<file path="config.mk">
export PLATFORM = sky130hd
export DESIGN_NAME = mwd_handler
export DESIGN_NICKNAME = d
export VERILOG_FILES = /design/src/mwd_pkg.sv /design/src/mwd_err_cnt.sv /design/src/mwd_tx_ser.sv /design/src/mwd_handler.sv
export SDC_FILE = /design/constraint.sdc
export NUM_CORES = 1
export LEC_CHECK = 0
export BUFFER_PORTS_ARGS = -buffer_cell sky130_fd_sc_hd__buf_2
export CORE_MARGIN = 5
export CORE_UTILIZATION = 29
export CTS_BUF_LIST = sky130_fd_sc_hd__clkbuf_4 sky130_fd_sc_hd__clkbuf_8 sky130_fd_sc_hd__clkbuf_16
export CTS_CLUSTER_DIAMETER = 120
export CTS_CLUSTER_SIZE = 14
export DETAILED_ROUTE_END_ITERATION = 12
export SYNTH_ARGS = -nofsm -noshare
export SYNTH_HDL_FRONTEND = slang
export SYNTH_SLANG_ARGS = --single-unit
export TNS_END_PERCENT = 30
</file>
<file path="constraint.sdc">
create_clock -name i_clk_sys -period 4.29 [get_ports i_clk_sys]
set_input_delay 0.858 -clock i_clk_sys [delete_from_list [all_inputs] [get_ports i_clk_sys]]
set_output_delay 0.858 -clock i_clk_sys [all_outputs]
set_load 0.1 [all_outputs]
</file>
<file path="src/mwd_pkg.sv">
// Constants and carrier types for the serial-slave write/diagnosis handler.
// Assumes a framing layer on the same clock that delivers one PDU as a byte stream.
// Behaviour
// RL1 - Function 0x42 writes 1 to 16 consecutive registers from the given start address.
// RL2 - A 0x42 request carries a byte count of twice the register count, then two bytes per value.
// RL3 - A good 0x42 answer echoes only function code, start address and register count.
// RL4 - A 0x42 write to a stop-only parameter is answered with exception code 1.
// RL5 - A 0x08 request and its answer carry a two-byte sub-function and a two-byte data field.
// RL6 - Diagnosis requests never read or change any parameter or discrete value.
// RL7 - Sub-function 0000 returns the request unchanged.
// RL8 - A communication error counter is kept and can be cleared by a diagnosis request.
// RL9 - Function 0x06 writes one holding register from a two-byte address and a two-byte value.
// RL10 - The single-write answer leaves only after the register is updated and echoes the request.
// RL11 - The master should avoid the saving single write for often-changed parameters.
// RL12 - Function 0x41 behaves like 0x06 but updates only the RAM copy, never non-volatile memory.
// RL13 - A non-saved value acts at once and the stored value returns after the next power-up.
// RL14 - The master is advised to use the non-saving write for often-changed values.
// RL15 - A failed request is answered with function code plus 0x80 and a one-byte exception code.
// RL16 - Every 16-bit address or value travels high byte first.
// RL17 - A 0x42 request with bad register or byte count is refused without any write.
package mwd_pkg;

    localparam logic [7:0]  FN_WR_SAVE   = 8'h06;
    localparam logic [7:0]  FN_DIAG      = 8'h08;
    localparam logic [7:0]  FN_WR_RAM    = 8'h41;
    localparam logic [7:0]  FN_WR_MULTI  = 8'h42;
    localparam logic [7:0]  FN_ERR_FLAG  = 8'h80;

    localparam logic [7:0]  EXC_FUNC     = 8'h01;
    localparam logic [7:0]  EXC_DATA     = 8'h03;

    localparam logic [15:0] DIAG_ECHO    = 16'h0000;
    localparam logic [15:0] DIAG_CLR_CNT = 16'h000a;

    localparam logic [15:0] REG_MIN      = 16'h0001;
    localparam logic [15:0] REG_MAX      = 16'h0010;

    localparam logic [2:0]  HDR_LAST     = 3'h3;
    localparam logic [2:0]  RSP_LEN_OK   = 3'h5;
    localparam logic [2:0]  RSP_LEN_ERR  = 3'h2;

    localparam logic [15:0] CNT_RESET    = 16'h0000;
    localparam logic [15:0] CNT_TOP      = 16'hffff;

    typedef struct packed {
        logic       valid;
        logic       last;
        logic [7:0] data;
    } mwd_byte_t;

    typedef struct packed {
        logic        valid;
        logic        save;
        logic [15:0] addr;
        logic [15:0] value;
    } mwd_par_req_t;

    typedef struct packed {
        logic ack;
        logic locked;
    } mwd_par_rsp_t;

    typedef enum logic [2:0] {
        ST_IDLE  = 3'b000,
        ST_HDR   = 3'b001,
        ST_BCNT  = 3'b010,
        ST_DATA  = 3'b011,
        ST_WAIT  = 3'b100,
        ST_DRAIN = 3'b101,
        ST_RESP  = 3'b110,
        ST_SEND  = 3'b111
    } mwd_state_t;

endpackage : mwd_pkg

</file>
<file path="src/mwd_err_cnt.sv">
// Saturating communication error counter with remote clear.
// Assumes event and clear pulses from logic on the same clock.
module mwd_err_cnt (
    input  wire logic        i_clk_sys,
    input  wire logic        i_srst,
    input  wire logic        i_event,
    input  wire logic        i_clear,
    output logic      [15:0] o_count
);
    import mwd_pkg::*;

    // RL8 counter with clear
    always_ff @(posedge i_clk_sys) begin
        if (i_srst) begin
            o_count <= CNT_RESET;
        end else if (i_clear) begin
            // An error landing on the clear cycle is still counted
            o_count <= i_event ? 16'h0001 : CNT_RESET;
        end else if (i_event && o_count != CNT_TOP) begin
            o_count <= o_count + 16'h0001;
        end
    end

endmodule : mwd_err_cnt

</file>
<file path="src/mwd_tx_ser.sv">
// Response serializer: loads up to five bytes and shifts them out first byte first.
// Assumes the load pulse comes only while idle.
module mwd_tx_ser (
    input  wire logic                 i_clk_sys,
    input  wire logic                 i_srst,
    input  wire logic                 i_load,
    input  wire logic [2:0]           i_len,
    input  wire logic [4:0][7:0]      i_bytes,
    input  wire logic                 i_tx_ready,
    output mwd_pkg::mwd_byte_t        o_tx,
    output logic                      o_done
);
    import mwd_pkg::*;

    logic [3:0][7:0] rest;
    logic [2:0]      left;

    // RL16 high byte leaves first
    always_ff @(posedge i_clk_sys) begin
        if (i_srst) begin
            o_tx   <= '0;
            rest   <= '0;
            left   <= 3'h0;
            o_done <= 1'b0;
        end else begin
            o_done <= 1'b0;
            if (i_load) begin
                o_tx.valid <= 1'b1;
                o_tx.last  <= (i_len == 3'h1);
                o_tx.data  <= i_bytes[0];
                rest       <= i_bytes[4:1];
                left       <= i_len;
            end else if (o_tx.valid && i_tx_ready) begin
                if (o_tx.last) begin
                    o_tx.valid <= 1'b0;
                    o_tx.last  <= 1'b0;
                    o_done     <= 1'b1;
                end else begin
                    o_tx.data <= rest[0];
                    o_tx.last <= (left == 3'h2);
                    rest      <= {8'h00, rest[3:1]};
                    left      <= left - 3'h1;
                end
            end
        end
    end

endmodule : mwd_tx_ser

</file>
<file path="src/mwd_handler.sv">
// Request handler for the single write, RAM-only write, multi write and diagnosis PDUs.
// Assumes a framing layer delivering PDU bytes with a last marker, a parameter store
// that acknowledges each write and reports stop-only parameters, and a response sink.
module mwd_handler (
    input  wire logic                  i_clk_sys,
    input  wire logic                  i_srst,
    input  wire mwd_pkg::mwd_byte_t    i_rx,
    output logic                       o_rx_ready,
    output mwd_pkg::mwd_byte_t         o_tx,
    input  wire logic                  i_tx_ready,
    output mwd_pkg::mwd_par_req_t      o_par_req,
    input  wire mwd_pkg::mwd_par_rsp_t i_par_rsp,
    input  wire logic                  i_comm_err,
    output logic                [15:0] o_err_count
);
    import mwd_pkg::*;

    mwd_state_t      state;
    mwd_state_t      next_state;
    logic [7:0]      func;
    logic [3:0][7:0] hdr;
    logic [4:0]      cnt;
    logic [4:0]      idx;
    logic [7:0]      hi;
    logic            ended;
    logic            err_on;
    logic [7:0]      exc;
    logic [7:0]      next_exc;
    logic            set_err;
    logic            issue_wr;
    logic            diag_clr;
    logic            take;
    logic            is_multi;
    logic [15:0]     nreg;
    logic [15:0]     sub_fn;
    logic            cnt_ok;
    logic            known;
    logic            tx_load;
    logic            tx_done;
    logic [2:0]      tx_len;
    logic [4:0][7:0] tx_bytes;

    assign take     = i_rx.valid && o_rx_ready;
    assign is_multi = (func == FN_WR_MULTI);
    assign nreg     = {hdr[2], hdr[3]};
    // RL5 sub-function sits in the first header pair
    assign sub_fn   = {hdr[0], hdr[1]};
    assign known    = (i_rx.data == FN_WR_SAVE) || (i_rx.data == FN_DIAG)
                   || (i_rx.data == FN_WR_RAM) || (i_rx.data == FN_WR_MULTI);
    // RL2 byte count must be twice the register count
    assign cnt_ok   = (nreg >= REG_MIN) && (nreg <= REG_MAX)
                   && ({8'h00, i_rx.data} == {nreg[14:0], 1'b0});

    always_comb begin
        next_state = state;
        next_exc   = exc;
        set_err    = 1'b0;
        issue_wr   = 1'b0;
        diag_clr   = 1'b0;
        case (state)
            ST_IDLE: begin
                if (take) begin
                    if (!known) begin
                        set_err    = 1'b1;
                        next_exc   = EXC_FUNC;
                        next_state = i_rx.last ? ST_RESP : ST_DRAIN;
                    end else if (i_rx.last) begin
                        set_err    = 1'b1;
                        next_exc   = EXC_DATA;
                        next_state = ST_RESP;
                    end else begin
                        next_state = ST_HDR;
                    end
                end
            end
            ST_HDR: begin
                if (take) begin
                    if (cnt[2:0] != HDR_LAST) begin
                        if (i_rx.last) begin
                            set_err    = 1'b1;
                            next_exc   = EXC_DATA;
                            next_state = ST_RESP;
                        end
                    end else if (is_multi) begin
                        if (i_rx.last) begin
                            set_err    = 1'b1;
                            next_exc   = EXC_DATA;
                            next_state = ST_RESP;
                        end else begin
                            next_state = ST_BCNT;
                        end
                    end else if (!i_rx.last) begin
                        set_err    = 1'b1;
                        next_exc   = EXC_DATA;
                        next_state = ST_DRAIN;
                    end else if (func == FN_DIAG) begin
                        // RL6 diagnosis never reaches the parameter port
                        // RL7 echo of the request
                        if (sub_fn == DIAG_ECHO) begin
                            next_state = ST_RESP;
                        // RL8 remote clear of the counter
                        end else if (sub_fn == DIAG_CLR_CNT) begin
                            diag_clr   = 1'b1;
                            next_state = ST_RESP;
                        end else begin
                            set_err    = 1'b1;
                            next_exc   = EXC_FUNC;
                            next_state = ST_RESP;
                        end
                    end else begin
                        // RL9 single write issued
                        issue_wr   = 1'b1;
                        next_state = ST_WAIT;
                    end
                end
            end
            ST_BCNT: begin
                if (take) begin
                    // RL17 bad counts refused before any write
                    if (!cnt_ok || i_rx.last) begin
                        set_err    = 1'b1;
                        next_exc   = EXC_DATA;
                        next_state = i_rx.last ? ST_RESP : ST_DRAIN;
                    end else begin
                        next_state = ST_DATA;
                    end
                end
            end
            ST_DATA: begin
                if (take) begin
                    if (!cnt[0]) begin
                        if (i_rx.last) begin
                            set_err    = 1'b1;
                            next_exc   = EXC_DATA;
                            next_state = ST_RESP;
                        end
                    end else begin
                        // RL1 one register per value pair
                        issue_wr   = 1'b1;
                        next_state = ST_WAIT;
                    end
                end
            end
            ST_WAIT: begin
                if (i_par_rsp.ack) begin
                    // RL4 stop-only parameter refused
                    if (i_par_rsp.locked) begin
                        set_err    = 1'b1;
                        next_exc   = EXC_FUNC;
                        next_state = ended ? ST_RESP : ST_DRAIN;
                    end else if (is_multi && ({11'h000, idx} != nreg - 16'h0001)) begin
                        if (ended) begin
                            set_err    = 1'b1;
                            next_exc   = EXC_DATA;
                            next_state = ST_RESP;
                        end else begin
                            next_state = ST_DATA;
                        end
                    // RL10 answer only after the store acknowledged
                    end else if (ended) begin
                        next_state = ST_RESP;
                    end else begin
                        set_err    = 1'b1;
                        next_exc   = EXC_DATA;
                        next_state = ST_DRAIN;
                    end
                end
            end
            ST_DRAIN: begin
                if (take && i_rx.last) begin
                    next_state = ST_RESP;
                end
            end
            ST_RESP: begin
                next_state = ST_SEND;
            end
            ST_SEND: begin
                if (tx_done) begin
                    next_state = ST_IDLE;
                end
            end
            default: begin
                next_state = ST_IDLE;
            end
        endcase
    end

    always_ff @(posedge i_clk_sys) begin
        if (i_srst) begin
            state      <= ST_IDLE;
            o_rx_ready <= 1'b0;
        end else begin
            state      <= next_state;
            // Stall the framing layer while a write or an answer is in flight
            o_rx_ready <= (next_state == ST_IDLE) || (next_state == ST_HDR)
                       || (next_state == ST_BCNT) || (next_state == ST_DATA)
                       || (next_state == ST_DRAIN);
        end
    end

    // RL16 fields assembled high byte first
    always_ff @(posedge i_clk_sys) begin
        if (i_srst) begin
            func  <= 8'h00;
            hdr   <= '0;
            cnt   <= 5'h00;
            hi    <= 8'h00;
            ended <= 1'b0;
        end else if (take) begin
            ended <= i_rx.last;
            case (state)
                ST_IDLE: begin
                    func <= i_rx.data;
                    cnt  <= 5'h00;
                end
                ST_HDR: begin
                    hdr[cnt[1:0]] <= i_rx.data;
                    cnt           <= cnt + 5'h01;
                end
                ST_BCNT: begin
                    cnt <= 5'h00;
                end
                ST_DATA: begin
                    if (!cnt[0]) begin
                        hi <= i_rx.data;
                    end
                    cnt <= cnt + 5'h01;
                end
                default: begin
                    cnt <= cnt;
                end
            endcase
        end
    end

    always_ff @(posedge i_clk_sys) begin
        if (i_srst) begin
            idx <= 5'h00;
        end else if (take && state == ST_IDLE) begin
            idx <= 5'h00;
        end else if (state == ST_WAIT && i_par_rsp.ack) begin
            idx <= idx + 5'h01;
        end
    end

    // RL15 first failure picks the exception code
    always_ff @(posedge i_clk_sys) begin
        if (i_srst) begin
            err_on <= 1'b0;
            exc    <= 8'h00;
        end else if (set_err) begin
            err_on <= 1'b1;
            exc    <= next_exc;
        end else if (take && state == ST_IDLE) begin
            err_on <= 1'b0;
        end
    end

    always_ff @(posedge i_clk_sys) begin
        if (i_srst) begin
            o_par_req <= '0;
        end else if (issue_wr) begin
            o_par_req.valid <= 1'b1;
            // RL12 only the saving code asks for the non-volatile copy
            // RL13 RAM copy acts at once
            o_par_req.save  <= (func == FN_WR_SAVE);
            if (is_multi) begin
                o_par_req.addr  <= sub_fn + {11'h000, idx};
                o_par_req.value <= {hi, i_rx.data};
            end else begin
                o_par_req.addr  <= sub_fn;
                o_par_req.value <= {hdr[2], i_rx.data};
            end
        end else if (i_par_rsp.ack) begin
            o_par_req.valid <= 1'b0;
        end
    end

    // RL3 header echo without values
    // RL15 error answer is function plus flag and the code
    always_comb begin
        if (err_on) begin
            tx_len   = RSP_LEN_ERR;
            tx_bytes = {24'h000000, exc, func | FN_ERR_FLAG};
        end else begin
            tx_len   = RSP_LEN_OK;
            tx_bytes = {hdr[3], hdr[2], hdr[1], hdr[0], func};
        end
    end

    assign tx_load = (state == ST_RESP);

    mwd_tx_ser u_tx_ser (
        .i_clk_sys  (i_clk_sys),
        .i_srst     (i_srst),
        .i_load     (tx_load),
        .i_len      (tx_len),
        .i_bytes    (tx_bytes),
        .i_tx_ready (i_tx_ready),
        .o_tx       (o_tx),
        .o_done     (tx_done)
    );

    mwd_err_cnt u_err_cnt (
        .i_clk_sys (i_clk_sys),
        .i_srst    (i_srst),
        .i_event   (i_comm_err),
        .i_clear   (diag_clr),
        .o_count   (o_err_count)
    );

endmodule : mwd_handler

</file>
==> qor.yml <==
core_sq_um: 27100
dominantRegCellSynth: "dfxtp_1"
die_w_um: 176
grt.overflow.total: 0
antennaDiodeCount: 0
p_leak_uw: 0.00323
cts_hold_buf: 0
clock_path_buffers: 2
areaGrowthSynthToFinish_pct: 15.8
max_cap_viol_count: 0
postLayoutCoreUtil_pct: 34.2
htreeDepth: 4
critPathCaptureType: "flop"
final_layout_size_suffix_gt1_share_pct: 12.5
synthArstFlopShare_pct: 0
worstReg2RegStart: "func[7]$_SDFFE_PP0P_"
grt_use_met2_pct: 23.0
fmax_mhz: 301
synth_area_sq_um: 8020
timing.final.ws_setup_ps: 963
numCtsBuffers: 17
ir_drop_uv: 211
clk_latency_ps: 440
p_per_area_nw_per_um2: 447
cp_data_arrival_time_ps: 3620
grt_max_degree: 134
dr_total_vias: 7355
r2r-end: "exc[2]$_SDFFE_PP0P_"
use_met1_pct: 21.2
r2r_slack_ps: 960
setup_viol: 0
ios: 77
power_frac_seq_pct: 43.2
route.antenna.remaining_nets: 0
synth_edf_count: 0
hp-start: "cnt[2]$_SDFFE_PP0P_"
ys_seq_area_share_pct: 41.5
preCtsSetupSlack_ps: 987
fin_skew_ps: 10.8
cts_resized: 0
port_buffers: 76
grt_usage_pct: 14.9
combPwrFrac_pct: 18.6
swShare_pct: 33.4
hpwl_um: 15700
fp.dieH_um: 176
finalMaxSlewViolations: 0
ys_ff_latch: 166
clock-sinks: 166
nets: 1061
hold_violations: 0
status: "complete, no violations"
reg2reg_depth: 11
worstMarginPinSlew_ps: 1010
slew_headroom_pct: 32.3
antenna_found_initial: 0
rsz0062_at_grt: "false"
drt_iter0_drc: 760
worst-setup-path-type: "reg -> reg"
dr.pass1.iters: 5
die_area_sq_um: 31100
ys_warn_count: 0
cp-start-kind: "flop"
cts_setup_buffers: 0
row_count: 60
final.setup.tns_ps: 0
detail_route.vias_per_cell: 5.21
grt_first_pass_wirelength_um: 37400
hold_end: "cnt[2]$_SDFFE_PP0P_"
cts-root-buf: "clkbuf_16"
initial_core_util_pct: 29.6
syn_nets: 1037
whs_path_depth: 2
p_int_uw: 2760
cp_max_fo: 30
hold_class: "reg -> reg"
syn_inst: 1002
wl_per_cell_um: 16.6
grt.busiest_layer: "met2"
ys_types: 57
gp_routability_congestion: 0.948
total_power_uw: 4140
grt.met3_usage_pct: 3.10
finalCriticalPeriod_ps: 3330
cp.required_ps: 4580
cts.clk_slew.worst_paths_ps: 70
clkPwrFrac_pct: 38.2
route.detailed.drc: 0
grt_pass1_vias: 6875
fin_hold_ws_ps: 459
postSynthAreaPerCell_sq_um: 8.00
post-route-period-util_pct: 77.6
p_sw_uw: 1390
cts_tree: "yes"
drt_wl_total_um: 23500
-- stage by stage --
step,area [sq um],cells
2_1_floorplan,8020,1002
3_3_place_gp,8680,1379
3_5_place_dp,8680,1379
4_1_cts,9280,1411
5_1_grt,9280,1411
6_report,9280,1411
-- layout make-up --
cell class / count / area, sq um
inverter: 27 / 101
multi-input combinational: 730 / 4320
clock inverter: 14 / 161
tap: 372 / 465
fill: 2828 / 17800
timing repair buffer: 84 / 468
sequential: 166 / 3320
clock buffer: 18 / 439
-- cells in the final DEF, fill, tap and decap left out, types with 24 or more instances in the layout --
cell      synthesis  final
a21oi_1          86     85
a311oi_1         42     42
buf_2             0     75
dfxtp_1         166    166
inv_1            27     27
nand2_1         171    171
nand3_1          46     45
nor2_1           98     96
xor2_1           24     24
-- flip-flops by register name, summed over array words and instances (netlist names) --
name / cells
o_par_req: 34
hdr: 32
u_tx_ser.rest: 32
u_err_cnt.o_count: 16
u_tx_ser.o_tx: 10
exc: 8
func: 8
hi: 8
idx: 5
cnt: 3
state: 3
u_tx_ser.left: 3
ended: 1
err_on: 1
o_rx_ready: 1
u_tx_ser.o_done: 1
-- cell families (layout without fill, tap and decap cells) --
logic type,after synthesis,in the layout,share of synthesized area (%)
and+or+nand+nor,432,432,25.1
buffers and inverters,106,143,4.96
xor gates and xnor gates,45,45,4.92
adders and majority gates,19,19,3.06
DFF,166,166,41.5
muxes,20,20,2.51
AOI/OAI and AO/OA,214,214,18.0
-- critical path, stage by stage, from the launching register on --
cell and delay [ps]:
dfxtp_1 330, or4_4 570, or2_2 560, a211oi_1 300, a41oi_1 80, nor2b_1 190, ha_1 280, inv_1 60
o21ai_0 100, a32o_1 280, a211oi_4 350, nor3b_1 90
-- power by group through the flow --
stage,logic [uW],clock network (uW),registers [uW]
floorplan,531,0,1860
global placement,763,0,1820
detailed placement,765,0,1820
CTS,768,1620,1790
global route,841,1670,1810
finish,772,1580,1790
-- synthesized netlist by cell type (all sizes together) (2+ instances only) --
master   instances  area share, %
nor4            15            1.2
a211oi          24            2.4
or3              3           0.23
o21ai           16            1.0
nor2            98            4.6
and3b            2           0.22
a41oi            2           0.22
a31oi            7           0.55
nand4           12           0.94
and3             9           0.70
nand3           46            2.9
a311oi          42            4.6
a2bb2oi          2           0.22
and4b            2           0.25
nand2          171            8.0
nor4b            7           0.76
o211ai           5           0.47
dfxtp          166             41
o31ai            5           0.47
a31o             2           0.22
nor3            23            1.4
or4              6           0.66
buf              9           0.42
mux2i           19            2.4
a21o             2           0.19
a32oi            9           0.98
xnor2           21            2.3
nand2b           6           0.47
xor2            24            2.6
ha              18            2.8
nor2b           13            1.0
a21oi           86            5.4
inv             27            1.3
nor3b           10           0.94
clkbuf          70            3.3
or2              4           0.31
-- worst max-delay path by stage --
stage                               startpoint                   to  slack [ps]  cells past startpoint
after floorplan           hdr[24]$_SDFFE_PP0P_  exc[5]$_SDFFE_PP0P_        1430                     14
after global placement    func[7]$_SDFFE_PP0P_  exc[2]$_SDFFE_PP0P_        1030                     11
after detailed placement  func[7]$_SDFFE_PP0P_  exc[2]$_SDFFE_PP0P_         990                     11
after CTS                 func[7]$_SDFFE_PP0P_  exc[2]$_SDFFE_PP0P_         970                     11
after global routing      hdr[24]$_SDFFE_PP0P_  exc[2]$_SDFFE_PP0P_         730                     13
final                     func[7]$_SDFFE_PP0P_  exc[2]$_SDFFE_PP0P_         960                     11
-- routing by layer --
| layer | up-vias | share of wire (%) |
|---|---|---|
| li1 | 3591 | - |
| met1 | 3471 | 47 |
| met2 | 259 | 44 |
| met3 | 34 | 7.1 |
| met4 | 0 | 1.7 |
| met5 | - | 0 |
Note: power is estimated with default switching activity, not from simulation.
